==> src/core/ufs_consts.vh <==
// register offsets, bit positions and timing counts for the usart flag and status block
`ifndef UFS_CONSTS_VH
`define UFS_CONSTS_VH
`define UFS_OFF_CONTROL_A 6'h00
`define UFS_OFF_CONTROL_B 6'h04
`define UFS_OFF_IENCLR 6'h14
`define UFS_OFF_IENSET 6'h16
`define UFS_OFF_IFLAG 6'h18
`define UFS_OFF_STAT 6'h1A
`define UFS_OFF_SYNC 6'h1C
`define UFS_OFF_DATA 6'h28
`define UFS_B_DRE 0
`define UFS_B_TXC 1
`define UFS_B_RXC 2
`define UFS_B_RXS 3
`define UFS_B_HANDSHAKE_CHANGE_FLAG 4
`define UFS_B_RECEIVE_BREAK_FLAG 5
`define UFS_B_ERR 7
`define UFS_S_PARITY_ERROR_BIT 0
`define UFS_S_FRAMING_ERROR_BIT 1
`define UFS_S_OVF 2
`define UFS_S_CTS 3
`define UFS_S_ISF 4
`define UFS_S_COLLISION_BIT 5
`define UFS_S_TXE 6
`define UFS_A_SOFT_RESET 0
`define UFS_A_ENABLE 1
`define UFS_FRAME_FORMAT_LSB 24
`define UFS_TX_PAD_SELECT_LSB 16
`define UFS_B_RXEN 17
`define UFS_B_COLLISION_DETECT_ENABLE 8
`define UFS_B_START_OF_FRAME_DETECT_ENABLE 9
`define UFS_FRAME_FORMAT_PAR0 4'h1
`define UFS_FRAME_FORMAT_PAR1 4'h5
`define UFS_FRAME_FORMAT_ABD0 4'h4
`define UFS_FRAME_FORMAT_ABD1 4'h5
`define UFS_TX_PAD_SELECT_FLOW 2'h2
`define UFS_SYNC_CYC 3'h4
`define UFS_SYNC_PAT 8'h55
`define UFS_ZERO32 32'h0000_0000
`endif

==> src/core/ufs_usart_flags.v <==
// interrupt flags, line status and sync-busy logic of a serial transceiver
`include "ufs_consts.vh"
module ufs_usart_flags #(
    parameter DW = 9
) (
    input wire MCLK,
    input wire RESETN,
    input wire [5:0] ADDR,
    input wire SEL,
    input wire WR,
    input wire [31:0] WDATA,
    output reg [31:0] RDATA,
    output reg PSLVERR,
    input wire CTS_PIN,
    input wire RX_START,
    input wire RX_DONE,
    input wire [DW-1:0] RX_CHAR,
    input wire RX_STOP1,
    input wire RX_PAR_BAD,
    input wire RX_BREAK,
    input wire RX_SYNC_DONE,
    input wire [7:0] RX_SYNC_VAL,
    input wire TX_COLLIDE,
    input wire TX_SHIFT_IDLE,
    input wire TX_TAKE,
    output reg TX_LOAD,
    output reg [DW-1:0] TX_CHAR,
    output reg IRQ
);

////////////////////////////////////////////////////////////////////////////////
// pin synchronisers; every async input passes two flops
// the line engine runs on its own clock, so every strobe and handshake level it
// hands over is treated as asynchronous here; the character and frame data are not. An event is seen three
// edges after its pin rises: two edges to synchronise, one to find the edge.
// A strobe shorter than one bus clock can be missed. The line engine
// must stretch its strobes, which the partner model does.
reg [1:0] cts_s_r, st_s_r, dn_s_r, brk_s_r, syn_s_r, col_s_r, idl_s_r, tk_s_r;
reg cts_q_r;
always @(posedge MCLK) begin
    if (!RESETN) begin
        cts_s_r <= 2'b00; st_s_r <= 2'b00; dn_s_r <= 2'b00; brk_s_r <= 2'b00;
        syn_s_r <= 2'b00; col_s_r <= 2'b00; tk_s_r <= 2'b00;
        idl_s_r <= 2'b11; // shifter idles high; avoids a false edge after reset
        cts_q_r <= 1'b0;
    end else begin
        cts_s_r <= {cts_s_r[0], CTS_PIN};
        st_s_r <= {st_s_r[0], RX_START};
        dn_s_r <= {dn_s_r[0], RX_DONE};
        brk_s_r <= {brk_s_r[0], RX_BREAK};
        syn_s_r <= {syn_s_r[0], RX_SYNC_DONE};
        col_s_r <= {col_s_r[0], TX_COLLIDE};
        idl_s_r <= {idl_s_r[0], TX_SHIFT_IDLE};
        tk_s_r <= {tk_s_r[0], TX_TAKE};
        cts_q_r <= cts_s_r[1];
    end
end

// edge detectors look only at second stage, never the first
// the idle detector resets to the idle level of its pin, so a shifter that
// is idle out of reset does not look like a finished frame
reg st_q_r, dn_q_r, brk_q_r, syn_q_r, col_q_r, tk_q_r, idl_q_r;
always @(posedge MCLK) begin
    if (!RESETN) begin
        st_q_r <= 1'b0; dn_q_r <= 1'b0; brk_q_r <= 1'b0;
        syn_q_r <= 1'b0; col_q_r <= 1'b0; tk_q_r <= 1'b0;
        idl_q_r <= 1'b1;
    end else begin
        st_q_r <= st_s_r[1]; dn_q_r <= dn_s_r[1]; brk_q_r <= brk_s_r[1];
        syn_q_r <= syn_s_r[1]; col_q_r <= col_s_r[1]; tk_q_r <= tk_s_r[1];
        idl_q_r <= idl_s_r[1];
    end
end
// a rising idle level marks the end of a shifted frame
wire ev_idle = idl_s_r[1] & ~idl_q_r;
wire ev_start = st_s_r[1] & ~st_q_r;
wire ev_done = dn_s_r[1] & ~dn_q_r;
wire ev_brk = brk_s_r[1] & ~brk_q_r;
wire ev_sync = syn_s_r[1] & ~syn_q_r;
wire ev_col = col_s_r[1] & ~col_q_r;
wire ev_take = tk_s_r[1] & ~tk_q_r;
wire ev_cts = cts_s_r[1] ^ cts_q_r;

////////////////////////////////////////////////////////////////////////////////
// bus decode; character and frame data assumed stable before done strobe syncs
function hit;
    input [5:0] a;
    input [5:0] off;
    begin
        hit = (a[5:1] == off[5:1]);
    end
endfunction
wire wr_acc = SEL & WR;
wire rd_acc = SEL & ~WR;
wire w_control_a = wr_acc & hit(ADDR, `UFS_OFF_CONTROL_A);
wire w_control_b = wr_acc & hit(ADDR, `UFS_OFF_CONTROL_B);
wire w_iclr = wr_acc & hit(ADDR, `UFS_OFF_IENCLR);
wire w_iset = wr_acc & hit(ADDR, `UFS_OFF_IENSET);
wire w_flag = wr_acc & hit(ADDR, `UFS_OFF_IFLAG);
wire w_stat = wr_acc & hit(ADDR, `UFS_OFF_STAT);
wire w_data = wr_acc & hit(ADDR, `UFS_OFF_DATA);
wire r_data = rd_acc & hit(ADDR, `UFS_OFF_DATA);

////////////////////////////////////////////////////////////////////////////////
// control registers and sync-busy counters
// the crossing delay is a fixed count rather than a real handshake: the
// core clock domain is not modelled here, and the count stands in for it.
// a second control_b write while busy is dropped and flagged, never queued
reg [31:0] control_a_r;
reg [31:0] control_b_r;
reg [2:0] sync_pending_r;
reg [2:0] cnt_rst_r, cnt_en_r, cnt_b_r;
wire b_busy_err = w_control_b & sync_pending_r[2];
wire enabled = control_a_r[`UFS_A_ENABLE];
wire [3:0] frame_format = control_a_r[`UFS_FRAME_FORMAT_LSB+3:`UFS_FRAME_FORMAT_LSB];
wire [1:0] tx_pad_select = control_a_r[`UFS_TX_PAD_SELECT_LSB+1:`UFS_TX_PAD_SELECT_LSB];
wire rx_en = control_b_r[`UFS_B_RXEN];
wire collision_detect_enable = control_b_r[`UFS_B_COLLISION_DETECT_ENABLE];
wire start_of_frame_detect_enable = control_b_r[`UFS_B_START_OF_FRAME_DETECT_ENABLE];
wire autobaud = (frame_format == `UFS_FRAME_FORMAT_ABD0) | (frame_format == `UFS_FRAME_FORMAT_ABD1);
wire parity_on = (frame_format == `UFS_FRAME_FORMAT_PAR0) | (frame_format == `UFS_FRAME_FORMAT_PAR1);
wire rx_off = w_control_b & enabled & ~b_busy_err & ~WDATA[`UFS_B_RXEN];
always @(posedge MCLK) begin
    if (!RESETN) begin
        control_a_r <= `UFS_ZERO32;
        control_b_r <= `UFS_ZERO32;
        sync_pending_r <= 3'b000;
        cnt_rst_r <= 3'b000; cnt_en_r <= 3'b000; cnt_b_r <= 3'b000;
    end else begin
        // soft reset clears controls once its sync window expires
        if (sync_pending_r[`UFS_A_SOFT_RESET] && cnt_rst_r == 3'b001) begin
            control_a_r <= `UFS_ZERO32;
            control_b_r <= `UFS_ZERO32;
        end else begin
            if (w_control_a)
                control_a_r <= WDATA;
            if (w_control_b && !b_busy_err)
                control_b_r <= WDATA;
        end
        // each busy bit counts down a fixed crossing delay
        if (w_control_a && WDATA[`UFS_A_SOFT_RESET]) begin
            sync_pending_r[0] <= 1'b1; cnt_rst_r <= `UFS_SYNC_CYC;
        end else if (cnt_rst_r != 3'b000) begin
            cnt_rst_r <= cnt_rst_r - 3'b001;
            sync_pending_r[0] <= (cnt_rst_r != 3'b001);
        end
        if (w_control_a && (WDATA[`UFS_A_ENABLE] != enabled || WDATA[`UFS_A_ENABLE])) begin
            sync_pending_r[1] <= 1'b1; cnt_en_r <= `UFS_SYNC_CYC;
        end else if (cnt_en_r != 3'b000) begin
            cnt_en_r <= cnt_en_r - 3'b001;
            sync_pending_r[1] <= (cnt_en_r != 3'b001);
        end
        if (w_control_b && enabled && !b_busy_err) begin
            sync_pending_r[2] <= 1'b1; cnt_b_r <= `UFS_SYNC_CYC;
        end else if (cnt_b_r != 3'b000) begin
            cnt_b_r <= cnt_b_r - 3'b001;
            sync_pending_r[2] <= (cnt_b_r != 3'b001);
        end
    end
end

////////////////////////////////////////////////////////////////////////////////
// two-level receive buffer with per-character error bits
// the receive-complete flag is derived from the fill count, so it can never
// disagree with the buffer; a receiver disable empties it in one cycle
reg [DW+1:0] rxb_r [0:1]; // {parity_error_bit, framing_error_bit, data}
reg [1:0] rx_cnt_r;
reg rx_shift_full_r;
reg ovf_pend_r;
wire rx_pop = r_data & (rx_cnt_r != 2'b00);
wire [DW+1:0] rx_new = {RX_PAR_BAD & parity_on, ~RX_STOP1, RX_CHAR};
always @(posedge MCLK) begin
    if (!RESETN || rx_off) begin
        rx_cnt_r <= 2'b00; rx_shift_full_r <= 1'b0; ovf_pend_r <= 1'b0;
        rxb_r[0] <= {(DW+2){1'b0}}; rxb_r[1] <= {(DW+2){1'b0}};
    end else begin
        // overflow tagged onto the character next read
        if (ev_start && rx_cnt_r == 2'b10 && rx_shift_full_r)
            ovf_pend_r <= 1'b1;
        else if (rx_pop)
            ovf_pend_r <= 1'b0;
        if (rx_pop)
            rxb_r[0] <= rxb_r[1];
        if (ev_done && enabled && rx_en) begin
            if (rx_cnt_r == 2'b10 && !rx_pop)
                rx_shift_full_r <= 1'b1; // character parked in shifter
            else if (rx_cnt_r == 2'b00 || (rx_cnt_r == 2'b01 && rx_pop))
                rxb_r[0] <= rx_new;
            else
                rxb_r[1] <= rx_new;
        end else if (rx_pop && rx_shift_full_r) begin
            rx_shift_full_r <= 1'b0;
        end
        if (ev_done && enabled && rx_en && !(rx_cnt_r == 2'b10 && !rx_pop))
            rx_cnt_r <= rx_pop ? rx_cnt_r : rx_cnt_r + 2'b01;
        else if (rx_pop)
            rx_cnt_r <= rx_cnt_r - 2'b01;
    end
end
// the error bits are loaded only when a new character becomes the head of
// the buffer; loading them every cycle would undo a software clear at once
wire head_new = ev_done & enabled & rx_en & ((rx_cnt_r == 2'b00) | ((rx_cnt_r == 2'b01) & rx_pop));
wire head_shift = rx_pop & (rx_cnt_r == 2'b10);
wire set_f = head_new ? ~RX_STOP1 : (head_shift & rxb_r[1][DW]);
wire set_p = head_new ? (RX_PAR_BAD & parity_on) : (head_shift & rxb_r[1][DW+1]);
// limitation: a character parked in the shifter during overflow is not kept;
// only the overflow bit records that it was there

////////////////////////////////////////////////////////////////////////////////
// transmit holding register
reg tx_full_r;
always @(posedge MCLK) begin
    if (!RESETN) begin
        tx_full_r <= 1'b0; TX_LOAD <= 1'b0; TX_CHAR <= {DW{1'b0}};
    end else begin
        if (w_data) begin
            TX_CHAR <= WDATA[DW-1:0];
            tx_full_r <= 1'b1;
        end else if (ev_take) begin
            tx_full_r <= 1'b0;
        end
        TX_LOAD <= w_data ? 1'b1 : (ev_take ? 1'b0 : TX_LOAD);
    end
end

////////////////////////////////////////////////////////////////////////////////
// sticky flags: hardware set wins over software clear
reg [7:0] interrupt_enable_r;
reg err_flag_r, brk_flag_r, handshake_change_flag_flag_r, rxs_flag_r, txc_flag_r;
reg collision_bit_r, isf_r, ovf_r, framing_error_bit_r, parity_error_bit_r;
wire e_collision_bit = ev_col & collision_detect_enable;
wire e_isf = ev_sync & autobaud & (RX_SYNC_VAL != `UFS_SYNC_PAT);
wire e_ovf = ev_start & (rx_cnt_r == 2'b10) & rx_shift_full_r;
wire e_any = e_collision_bit | e_isf | e_ovf | (ev_done & (~RX_STOP1 | (RX_PAR_BAD & parity_on)));
wire [7:0] fw = WDATA[7:0];
wire [7:0] sw = WDATA[7:0];
always @(posedge MCLK) begin
    if (!RESETN) begin
        interrupt_enable_r <= 8'h00;
        err_flag_r <= 1'b0; brk_flag_r <= 1'b0; handshake_change_flag_flag_r <= 1'b0;
        rxs_flag_r <= 1'b0; txc_flag_r <= 1'b0;
        collision_bit_r <= 1'b0; isf_r <= 1'b0; ovf_r <= 1'b0; framing_error_bit_r <= 1'b0; parity_error_bit_r <= 1'b0;
    end else begin
        if (w_iset)
            interrupt_enable_r <= interrupt_enable_r | fw;
        else if (w_iclr)
            interrupt_enable_r <= interrupt_enable_r & ~fw;
        err_flag_r <= e_any | (err_flag_r & ~(w_flag & fw[`UFS_B_ERR]));
        brk_flag_r <= (ev_brk & autobaud) | (brk_flag_r & ~(w_flag & fw[`UFS_B_RECEIVE_BREAK_FLAG]));
        handshake_change_flag_flag_r <= ev_cts | (handshake_change_flag_flag_r & ~(w_flag & fw[`UFS_B_HANDSHAKE_CHANGE_FLAG]));
        rxs_flag_r <= (ev_start & start_of_frame_detect_enable)
                      | (rxs_flag_r & ~(w_flag & fw[`UFS_B_RXS]));
        // set only on the end of a frame with nothing pending; a level set
        // would make the software clear useless while the line stays idle
        txc_flag_r <= (ev_idle & ~tx_full_r)
                      | (txc_flag_r & ~w_data & ~(w_flag & fw[`UFS_B_TXC]));
        // clear by one or by receiver disable, event still wins
        collision_bit_r <= e_collision_bit | (collision_bit_r & ~(w_stat & sw[`UFS_S_COLLISION_BIT]) & ~rx_off);
        isf_r <= e_isf | (isf_r & ~(w_stat & sw[`UFS_S_ISF]) & ~rx_off);
        ovf_r <= e_ovf | (ovf_r & ~(w_stat & sw[`UFS_S_OVF]) & ~rx_off & ~(rx_pop & ~ovf_pend_r));
        // a pop hands over to the next character, whose own bits load at once
        framing_error_bit_r <= set_f | (framing_error_bit_r & ~(w_stat & sw[`UFS_S_FRAMING_ERROR_BIT]) & ~rx_off & ~rx_pop);
        parity_error_bit_r <= set_p | (parity_error_bit_r & ~(w_stat & sw[`UFS_S_PARITY_ERROR_BIT]) & ~rx_off & ~rx_pop);
    end
end
wire rxc_flag = (rx_cnt_r != 2'b00);
wire dre_flag = ~tx_full_r;
wire [7:0] interrupt_flags = {err_flag_r, 1'b0, brk_flag_r, handshake_change_flag_flag_r, rxs_flag_r,
                              rxc_flag, txc_flag_r, dre_flag};
wire cts_bit = (tx_pad_select == `UFS_TX_PAD_SELECT_FLOW) & cts_s_r[1];
wire [15:0] line_status = {9'h000, 1'b0, collision_bit_r, isf_r, cts_bit, ovf_r, framing_error_bit_r, parity_error_bit_r};

////////////////////////////////////////////////////////////////////////////////
// read mux, bus error and interrupt; all outputs registered
// read data is valid for one cycle after the strobe and zero otherwise, so
// a bus master that samples late sees zero rather than stale data.
// the interrupt is one cycle behind the flags, the price of a registered output.
// a refused control_b write raises the bus error for one cycle only
always @(posedge MCLK) begin
    if (!RESETN) begin
        RDATA <= `UFS_ZERO32; PSLVERR <= 1'b0; IRQ <= 1'b0;
    end else begin
        PSLVERR <= b_busy_err;
        IRQ <= |(interrupt_flags & interrupt_enable_r);
        if (!rd_acc)
            RDATA <= `UFS_ZERO32;
        else if (hit(ADDR, `UFS_OFF_IFLAG))
            RDATA <= {24'h00_0000, interrupt_flags};
        else if (hit(ADDR, `UFS_OFF_STAT))
            RDATA <= {16'h0000, line_status};
        else if (hit(ADDR, `UFS_OFF_SYNC))
            RDATA <= {29'h0000_0000, sync_pending_r};
        else if (hit(ADDR, `UFS_OFF_IENSET) || hit(ADDR, `UFS_OFF_IENCLR))
            RDATA <= {24'h00_0000, interrupt_enable_r};
        else if (hit(ADDR, `UFS_OFF_CONTROL_A))
            RDATA <= control_a_r;
        else if (hit(ADDR, `UFS_OFF_CONTROL_B))
            RDATA <= control_b_r;
        else if (r_data)
            RDATA <= {{(32-DW){1'b0}}, rxb_r[0][DW-1:0]};
        else
            RDATA <= `UFS_ZERO32;
    end
end

endmodule

==> config.mk <==
export PLATFORM = sky130hd
export DESIGN_NAME = ufs_usart_flags
export DESIGN_NICKNAME = d
export VERILOG_FILES = /design/src/core/ufs_usart_flags.v
export VERILOG_INCLUDE_DIRS = /design/src /design/src/core
export SDC_FILE = /design/constraint.sdc
export NUM_CORES = 1
export LEC_CHECK = 0
export ABC_CLOCK_PERIOD_IN_PS = 1900
export BUFFER_PORTS_ARGS = -buffer_cell sky130_fd_sc_hd__buf_2
export CAP_MARGIN = 20
export CORE_UTILIZATION = 53
export CTS_BUF_LIST = sky130_fd_sc_hd__clkbuf_8
export CTS_CLUSTER_DIAMETER = 30
export DETAILED_ROUTE_END_ITERATION = 6
export PLACE_DENSITY = 0.78
export SLEW_MARGIN = 20
export SYNTH_ARGS = -nofsm -noshare
export SYNTH_HDL_FRONTEND = slang
export SYNTH_SLANG_ARGS = --single-unit
==> constraint.sdc <==
create_clock -name MCLK -period 1.9 [get_ports MCLK]
set_input_delay 0.19 -clock MCLK [delete_from_list [all_inputs] [get_ports MCLK]]
set_output_delay 0.19 -clock MCLK [all_outputs]
set_load 0.01 [all_outputs]
* Word level (Yosys, flattened, before mapping)
Memory sizes are Yosys's and may differ from the RTL's.
Cells that the tools add are included.
** Cells by class
- Add/subtract/negate cells :: 5
- Muxes and demuxes :: 51
- Reduce and logical (&&, ||, !) cells :: 46
- Bitwise logic cells :: 124
- Equality and inequality tests :: 21
** Operators by type and width (count)
- 1-bit bitwise AND :: 70
- 32-bit two-way mux :: 2
- 8-bit two-way mux :: 6
- 11-bit two-way mux :: 3
- 1-bit two-way mux :: 30
- 1-bit NOT :: 29
- 5-bit by 4-bit == test with 1-bit output, second input constant :: 5
- 1-bit bitwise OR :: 20
- 3-bit two-way mux :: 6
- 2-bit nonzero test :: 9
- 8-bit bitwise AND :: 2
- 1-bit logical AND :: 14
- 9-bit two-way mux :: 1
- 3-bit by 1-bit inequality test with 1-bit output, second input constant :: 3
- 3-bit nonzero test :: 3
- 3-bit by 1-bit subtractor with 3-bit output, second input constant :: 3
- 4-bit by 3-bit == test with 1-bit output, second input constant :: 2
- 8-bit by 7-bit inequality test with 1-bit output, second input constant :: 1
- 8-bit NOT :: 1
- 8-bit bitwise OR :: 1
- 2-bit OR reduction :: 4
- 8-bit OR reduction :: 1
- 2-bit two-way mux :: 3
- 2-bit AND reduction :: 3
- other kinds (18) :: 25
** Word-level totals
- Register bits after elaboration :: 166
- Memories kept :: 1
- Logic and storage cells :: 296
- Memory bits (writable) :: 22
** Memories
- rxb_r :: words 2, bits a word 11, rd ports 2, clocked after memory_dff 0, wr ports 2, line ufs_usart_flags.v:166 : reg [DW+1:0] rxb_r [0:1];

* Longest topological paths before layout
Gate-level depths: netlist of the first run.
- Depth after elaboration :: 12
- Gate-level depth with buffers :: 7

* Worst setup path after synthesis of the first run
No wires, ideal clock.
- Kind :: register to register
- From :: register rx_cnt_r[1]
- To :: memory rxb_r[0][0] (netlist name) (enable)
- Path slack :: -0.159 ns
- Buffers on the path :: 1
- Setup time :: 0.305 ns
- Period minus slack after synthesis :: 2.059 ns
- Arrival time :: 1.754 ns
- Stages on the path, launching flop included :: 8
- Cells stage by stage :: dfxtp_1 inv_1 ha_1 nor2b_1 a31oi_2 nand2b_1 buf_2 nand2_1
** RTL lines
- start, declared :: line ufs_usart_flags.v:167 : reg [1:0] rx_cnt_r;
- start signal, assigned :: line ufs_usart_flags.v:195 : rx_cnt_r <= rx_pop ? rx_cnt_r : rx_cnt_r + 2'b01;
- start signal, assigned :: line ufs_usart_flags.v:197 : rx_cnt_r <= rx_cnt_r - 2'b01;
- end, declared :: line ufs_usart_flags.v:166

==> results by group, run 1 <==
Floorplanning
  – I/O pin cnt: 113
  – Core area: 14100 sq um
  – Die area: 15100 sq um
  – Die Ht: 123 um
  – Std-Cell Rows: 43
  – Die W: 123 um
  – Initial Util: 55.0%

GRT
  – Vias in the first global route: 6221
  – All-Layer GR Usage: 27.2%
  – Largest net degree at the start of global routing: 51
  – First-pass GRT wire length: 31300 um
  – Overflow after GRT: 0
  – Initial antenna violation count: 0

Layout
  – # fillers: 1110
  – Final core utilization: 67.8%
  – Ant. Diodes: 0
  – Area Growth Syn to Fin: 23.4%
  – Layout cells sized above 1: 22.0%
  – Final std cells w/o fill: 1209
  – Final net count: 1100
  – Design area: 9560 sq um

Clocking
  – Root Driver: clkbuf_8
  – CTS tree: done
  – Clk_lat worst skew: 470 ps
  – Num CTS Buffers: 17
  – Worst-path clk slew: 90 ps
  – CTS H-tree lvls: 4
  – Clock Path Buffers: 2
  – Clock sinks: 186

Detailed routing
  – DRC viols: 0
  – Routed vias/inst: 5.63
  – Iter 0 DRT Violations: 685
  – Vias: 6802
  – DR WL/cell: 16.5 um
  – DRT Wirelength: 20000 um
  – Post-DRT Antenna Nets: 0
  – First-pass iteration count of the detailed router: 7

Timing
  – PnR worst setup slack: 81.9 ps
  – Max Clk Rate: 550 MHz
  – Fin. max-slew vios: 0
  – Endpoints failing setup: 0
  – Hold Fails Final Rpt: 0
  – Setup TNS: 0 ps
  – Period utilization: 95.7%
  – Slew HR: 57.5%
  – Slew @ Worst Pin: 629 ps
  – Post-layout minimum cycle time: 1820 ps
  – RSZ-0062 raised after global routing: false
  – Setup Skew: 15.6 ps
  – Hold slack: 35.7 ps

Worst setup path
  – Crit path required time: 2110 ps
  – Crit path kind: reg2reg
  – Reg2reg end: rxb_r[0][0]$_SDFFCE_PN0P_
  – CP endpoint: rxb_r[0][0]$_SDFFCE_PN0P_
  – Max incr delay on CP: 340 ps
  – R2R depth: 8
  – Nature of the critical path endpoint: flop
  – Critical Path Start: rx_cnt_r[1]$_SDFFE_PP0P_
  – Crit path max fanout: 17
  – FF-to-FF setup slack: 80 ps
  – Critical-path cell list: inv_1, buf_4, ha_1, nor2b_2, a31oi_4, nand2b_4, buf_12, o22ai_1
  – Worst setup SP type: flop
  – Slowest-stage cell, CP: dfxtp_1
  – Reg-to-Reg Start: rx_cnt_r[1]$_SDFFE_PP0P_
  – CP arrival: 2030 ps

Yosys
  – Syn Inst Count: 845
  – Seq cells post-synth: 186
  – Top-area cell type share of the netlist area: 42.9%
  – Sequential fraction of the synthesis area: 50.6%
  – Yosys warnings: 0
  – Synth Cell Area: 7750 sq um
  – Synth cell types: 68
  – Dominant synthesized flop cell: dfxtp_1
  – Synth async-reset ratio: 0%
  – Syn_nets: 929
  – Synth top area cells: dfxtp_1 (43%), nand2_1 (8.1%), edfxtp_1 (7.7%)
  – Synth Area per Inst: 9.17 sq um
  – Synth area leader: dfxtp_1
  – Number of synthesized flops with an enable pin: 20

Power
  – Sw Share: 28.1%
  – Lkg Pwr: 3.97 nW
  – Tot Pwr: 8.03 mW
  – Clk network pwr share: 30.2%
  – PwrDens: 840 nW/um^2
  – Comb pwr share: 17.6%
  – Reg power frac: 52.2%
  – Net Sw Power: 2.26 mW
  – VDD IR-drop max: 0.489 mV
  – Int Pwr: 5.77 mW

Placement
  – I/O Buffers: 111
  – Area after DPL: 8820 sq um
  – Inst Count DP: 1143
  – RD Place Congestion: 0.958
  – Pre-CTS WS: -11.0 ps
  – Post-detail-place hpwl: 13500 um

Run
  – Max Cap Violations: 0

Min path
  – HP Class: in2reg

Run status
  – Status: finished clean
## cell families (layout without fill, tap and decap cells)
family                   count (synthesis)  in the layout  synth area share [%]
AO/OA/AOI/OAI                          190            190                  15.5
XOR/XNOR                                 5              5                 0.565
adder cells (fa/ha/maj)                 15             15                  2.42
buffers and inverters                   86            270                  4.89
flip-flops                             186            186                  50.6
multiplexers                            49             49                  6.38
AND/OR/NAND/NOR                        314            314                  19.6
## state kept, by name, indices dropped and copies added, names as in the netlist, 2 cells and up, named ones only
signal	count
st_s_r	2
RDATA	32
cnt_en_r	3
rx_cnt_r	2
idl_s_r	2
control_b_r	32
syn_s_r	2
dn_s_r	2
cnt_b_r	3
col_s_r	2
TX_CHAR	9
rxb_r	20
cnt_rst_r	3
sync_pending_r	3
brk_s_r	2
control_a_r	32
tk_s_r	2
cts_s_r	2
## Yosys cell counts (4+ instances only)
cell type,instances
nand2_1,167
dfxtp_1,166
a21oi_1,100
nor2_1,49
mux2i_1,46
clkbuf_1,31
inv_1,29
and2_1,22
edfxtp_1,20
buf_2,18
ha_1,15
nand3_1,14
o2111ai_1,13
o22ai_1,13
o21ai_0,12
and3_1,11
nand2b_1,9
a21o_1,7
nor2b_1,7
a222oi_1,5
a22oi_1,5
nor4bb_1,5
buf_6,4
nand3b_1,4
xnor2_1,4
## power by group through the flow
stage	registers (mW)	clock network, mW	logic, mW
6_report	4.19	2.42	1.41
5_1_grt	4.21	2.63	1.54
3_5_place_dp	4.28	0	1.30
2_1_floorplan	4.26	0	0.834
4_1_cts	4.19	2.45	1.37
3_3_place_gp	4.27	0	1.25
## worst min-delay path by stage
stage                              from                          end  cells past startpoint
after floorplan           TX_SHIFT_IDLE        idl_s_r[0]$_SDFF_PN1_                      1
after global placement    TX_SHIFT_IDLE        idl_s_r[0]$_SDFF_PN1_                      2
after detailed placement  TX_SHIFT_IDLE        idl_s_r[0]$_SDFF_PN1_                      2
after CTS                      WDATA[2]  control_b_r[2]$_SDFFE_PP0P_                      3
after global routing           WDATA[2]  control_b_r[2]$_SDFFE_PP0P_                      3
final                          WDATA[4]  control_a_r[4]$_SDFFE_PP0P_                      3
## area by class of cell
cell class                      instances  area, sq um  area share (%)
Tap cell                              180          225            2.36
Clock buffer                           20          275            2.88
Multi-Input combinational cell        573         3510            36.8
Timing Repair Buffer                  208         1420            14.9
Inverter                               30          113            1.18
Sequential cell                       186         3920            41.0
Clock inverter                         12         86.3           0.903
## layout by cell type (no fill, tap or decap), drive strengths merged, types with 7 or more instances in the layout
cell type	n
clkbuf	20
edfxtp	20
dlygate4sd3	34
buf	174
a21oi	100
dfxtp	166
and2	24
inv	37
nor2b	7
mux2i	46
o2111ai	13
nand2	167
nand3	14
nor2	49
o21ai	14
o22ai	13
nand2b	9
ha	15
and3	11
a21o	7
## repair_timing
item / CTS / global route
hold buffers: 34 / 0
endpoints found under the setup margin: 2 / 30
gates resized for setup: 2 / 6
buffers inserted: 0 / 0
hold endpoints to repair: 60 / 0
## routing by layer
layer	part of all wire, %	track usage [%]	vias to the layer above
met1	42	35.0	3171
met3	7.3	5.58	55
li1	-	-	3276
met5	0	0	-
met4	3.1	12.3	0
met2	47	44.0	300
## worst max-delay path: cells and delay by family (launching register included)
kind / cells / cell delay, ps
flops: 1 / 340
fa+ha+maj: 1 / 220
compound gates: 2 / 290
simple gates: 2 / 370
buf+inv: 3 / 340
Note: power is estimated with default switching activity, not from simulation.
==> run 2, diff against run 1 <==
- ABC_AREA: not set -> 1
==> run 2 against run 1 <==
Fmax rose by 4.0%; sequential share of layout area rose by 1.8 points; count of clock-buffer cells in the layout fell by 2; largest cell class unchanged; worst hold slack got worse by 10 ps; sequential cell count did not move; area after synthesis fell by 3.3%; setup slack improved by 70 ps; critical endpoint is now rxb_r[0][4]$_SDFFCE_PN0P_; non-clock buffer count fell by 29; power rose by 2.4%; clock skew rose by 2.0 ps.
==> results by group, run 2 <==
Worst setup path
  – FF-to-FF setup slack: 150 ps (+70 ps)
  – Reg2reg end: rxb_r[0][4]$_SDFFCE_PN0P_
  – Slowest-stage cell, CP: dfxtp_1
  – CP arrival: 1970 ps (-60 ps)
  – Reg-to-Reg Start: control_a_r[1]$_SDFFE_PP0P_
  – Crit path required time: 2120 ps (about the same)
  – Max incr delay on CP: 420 ps (+80 ps)
  – Crit path max fanout: 10 (-7)
  – CP endpoint: rxb_r[0][4]$_SDFFCE_PN0P_
  – CP delay by family, top: simple AND/OR/NAND/NOR gates
  – Nature of the critical path endpoint: flop
  – Number of cells on the critical path: 7 (-1)
  – Critical-path cell list: inv_1, nor3_4, nand2_2, nor2_8, nand2_4, nand2_1, a21oi_2
  – Worst setup SP type: flop
  – WP buf/inv: 1 (-2)
  – Critical Path Start: control_a_r[1]$_SDFFE_PP0P_
  – Crit path kind: reg2reg
  – R2R depth: 7 (-1)

Layout
  – Area Growth Syn to Fin: 22.4%
  – Final std cells w/o fill: 1281 (+6.0%)
  – Most frequent cells in the layout: dfxtp_1 (166), nand2_1 (154), inv_1 (120)
  – Register area: 3920 sq um (unchanged)
  – Area occupied by multi-input gates: 2930 sq um (-17%)
  – Ant. Diodes: 0 (unchanged)
  – Final net count: 1172 (+6.5%)
  – Layout cells sized above 1: 20.4% (-1.5 points)
  – Commonest non-fill, non-tap cell in the layout: dfxtp_1
  – Largest regs: RDATA x32, control_a_r x32, control_b_r x32
  – # fillers: 1130 (+1.8%)
  – Design area: 9170 sq um (-4.1%)

Yosys
  – Synth Cell Area: 7490 sq um (-3.3%)
  – Synth Area in Simple Gates: 18.5% (-1.1 points)
  – Synth Area per Inst: 8.07 sq um (-12%)
  – Yosys warnings: 0 (unchanged)
  – Synth Area in Adders: 2.51% (+0.084 points)
  – Top cells by count, synth: dfxtp_1 (166), nand2_1 (154), inv_1 (120), a21oi_1 (113), o21ai_0 (105)
  – Synth area leader: dfxtp_1
  – Synth Area in Compound Gates: 17.5% (+2.0 points)
  – Seq cells post-synth: 186 (unchanged)
  – Largest family of logic cells by synthesized area: simple AND/OR/NAND/NOR gates
  – Syn Inst Count: 928 (+9.8%)
  – Sequential fraction of the synthesis area: 52.4% (+1.8 points)
  – Synth top area cells: dfxtp_1 (44%), edfxtp_1 (8.0%), nand2_1 (7.7%)
  – Synth Area in XOR/XNOR: 0.351% (-0.21 points)
  – Synth async-reset ratio: 0% (unchanged)
  – Dominant synthesized flop cell: dfxtp_1
  – Syn_nets: 1012 (+8.9%)
  – Multiplexer area fraction after synthesis: 0.134% (-6.2 points)
  – Count leader, synth: dfxtp_1
  – Number of synthesized flops with an enable pin: 20 (unchanged)
  – Top-area cell type share of the netlist area: 44.4% (+1.5 points)
  – Synth cell types: 43 (-37%)

Clocking
  – Clock sinks: 186 (unchanged)
  – Clock Path Buffers: 2 (unchanged)
  – Worst-path clk slew: 100 ps (about the same)
  – Postcts setup bufs: 0 (unchanged)
  – Num CTS Buffers: 17 (unchanged)
  – CTS tree: done
  – Root Driver: clkbuf_8
  – CTS H-tree lvls: 4 (unchanged)
  – Clk_lat worst skew: 470 ps (about the same)

Min path
  – HP Class: in2reg

Floorplanning
  – Die W: 121 um (-1.7%)
  – Die Ht: 121 um (-1.7%)
  – Die area: 14600 sq um (-3.3%)
  – Core area: 13800 sq um (-1.9%)
  – I/O pin cnt: 113 (unchanged)
  – Std-Cell Rows: 43 (unchanged)
  – Initial Util: 54.2% (-0.80 points)

Detailed routing
  – Iter 0 DRT Violations: 601 (-12%)
  – DRT Wirelength: 18500 um (-7.5%)
  – DRC viols: 0 (unchanged)
  – DR WL/cell: 14.4 um (-13%)
  – Post-DRT Antenna Nets: 0 (unchanged)
  – Routed vias/inst: 5.20 (-7.6%)
  – Vias: 6659 (-2.1%)
  – First-pass iteration count of the detailed router: 5 (-2)

GRT
  – Met2 GRT Util: 44.4% (+0.36 points)
  – First-pass GRT wire length: 29900 um (-4.3%)
  – Initial antenna violation count: 0 (unchanged)
  – All-Layer GR Usage: 26.8% (-0.43 points)
  – Overflow after GRT: 0 (unchanged)
  – Vias in the first global route: 6139 (-1.3%)
  – Largest net degree at the start of global routing: 59 (+16%)
  – Grt met3 use: 6.81% (+1.2 points)
  – Met1 Use GR: 33.5% (-1.5 points)
  – Busiest grt layer: met2

Run
  – Max Cap Violations: 0 (unchanged)

Power
  – Lkg Pwr: 4.00 nW (+0.81%)
  – PwrDens: 897 nW/um^2 (+6.8%)
  – VDD IR-drop max: 0.602 mV (+23%)
  – Tot Pwr: 8.22 mW (+2.4%)

Run status
  – Status: finished clean

Timing
  – Fin. max-slew vios: 0 (unchanged)
  – Max Clk Rate: 572 MHz (+4.0%)
  – RSZ-0062 raised after global routing: false
  – Hold slack: 25.6 ps (-10.1 ps)
  – Setup TNS: 0 ps (unchanged)
  – Endpoints failing setup: 0 (unchanged)
  – Period utilization: 92.0% (-3.7 points)
  – Slew HR: 61.1% (+3.7 points)
  – Post-layout minimum cycle time: 1750 ps (-69.8 ps)
  – Hold Fails Final Rpt: 0 (unchanged)
  – Setup Skew: 17.6 ps (+1.96 ps)
  – Slew @ Worst Pin: 582 ps (-47.1 ps)

Placement
  – Inst Count DP: 1213 (+6.1%)
  – RD Place Congestion: 0.954 (-0.44%)
  – Area after DPL: 8370 sq um (-5.1%)
  – I/O Buffers: 111 (unchanged)
  – Post-detail-place hpwl: 12500 um (-7.2%)
[run 2: logic make-up (layout without fill, tap and decap cells)]
group,after synthesis,count (layout)
DFF,186,186
and+or+nand+nor,312,312
xor gates and xnor gates,3,3
adders and majority gates,15,15
buffers and inverters,165,338
muxes,1,1
AOI/OAI and AO/OA,246,246
[run 2: tightest hold or removal path, stage by stage]
cell     delay (ps)
buf_2           110
nand2_1          70
a21oi_1          70
[run 2: worst min path at each step]
stage	from	end	slack [ps]	depth (start not counted)
after floorplan	RX_BREAK	brk_s_r[0]$_SDFF_PN0_	290	2
after global placement	RX_START	st_s_r[0]$_SDFF_PN0_	370	3
after detailed placement	TX_COLLIDE	col_s_r[0]$_SDFF_PN0_	370	3
after CTS	WDATA[7]	flop	5	3
after global routing	WDATA[17]	control_a_r[17]$_SDFFE_PP0P_	7	3
final	WDATA[7]	flop	30	3
[run 2: layout make-up]
class / instances / area share (%)
multi-input cells: 577 / 31.9
flip-flops and latches: 186 / 42.8
inverters: 127 / 5.20
well taps: 180 / 2.46
repair buffers: 179 / 12.9
clock buffers: 18 / 2.70
clock inverters: 14 / 2.06
[run 2: what timing repair did]
| action | CTS | global route |
|---|---|---|
| endpoints found under the setup margin | 0 | 11 |
| hold endpoints to repair | 39 | 1 |
| resized for setup | 0 | 1 |
| hold buffers | 35 | 1 |
[run 2: per-layer routing]
metal / part of all wire (%) / wire (um)
met1: 43 / 7910
met2: 48 / 8920
met4: 2.0 / 374
met3: 6.9 / 1280
met5: 0 / 0
[run 2: per-stage QoR]
stage / utilization, % / setup slack, ps
5_1_grt: 66.3 / 33.3
3_5_place_dp: 60.5 / 106
3_3_place_gp: 60.5 / 152
2_1_floorplan: - / 236
4_1_cts: 66.2 / 85.7
6_report: 66.3 / 152
[run 2: where the power goes]
| group | switching, mW | internal, mW | leakage (nW) |
|---|---|---|---|
| Combinational | 0.653 | 0.459 | 2.23 |
| Clock | 1.41 | 1.47 | 0.221 |
| Sequential | 0.0977 | 4.13 | 1.55 |
| Total | 2.16 | 6.06 | 4.00 |
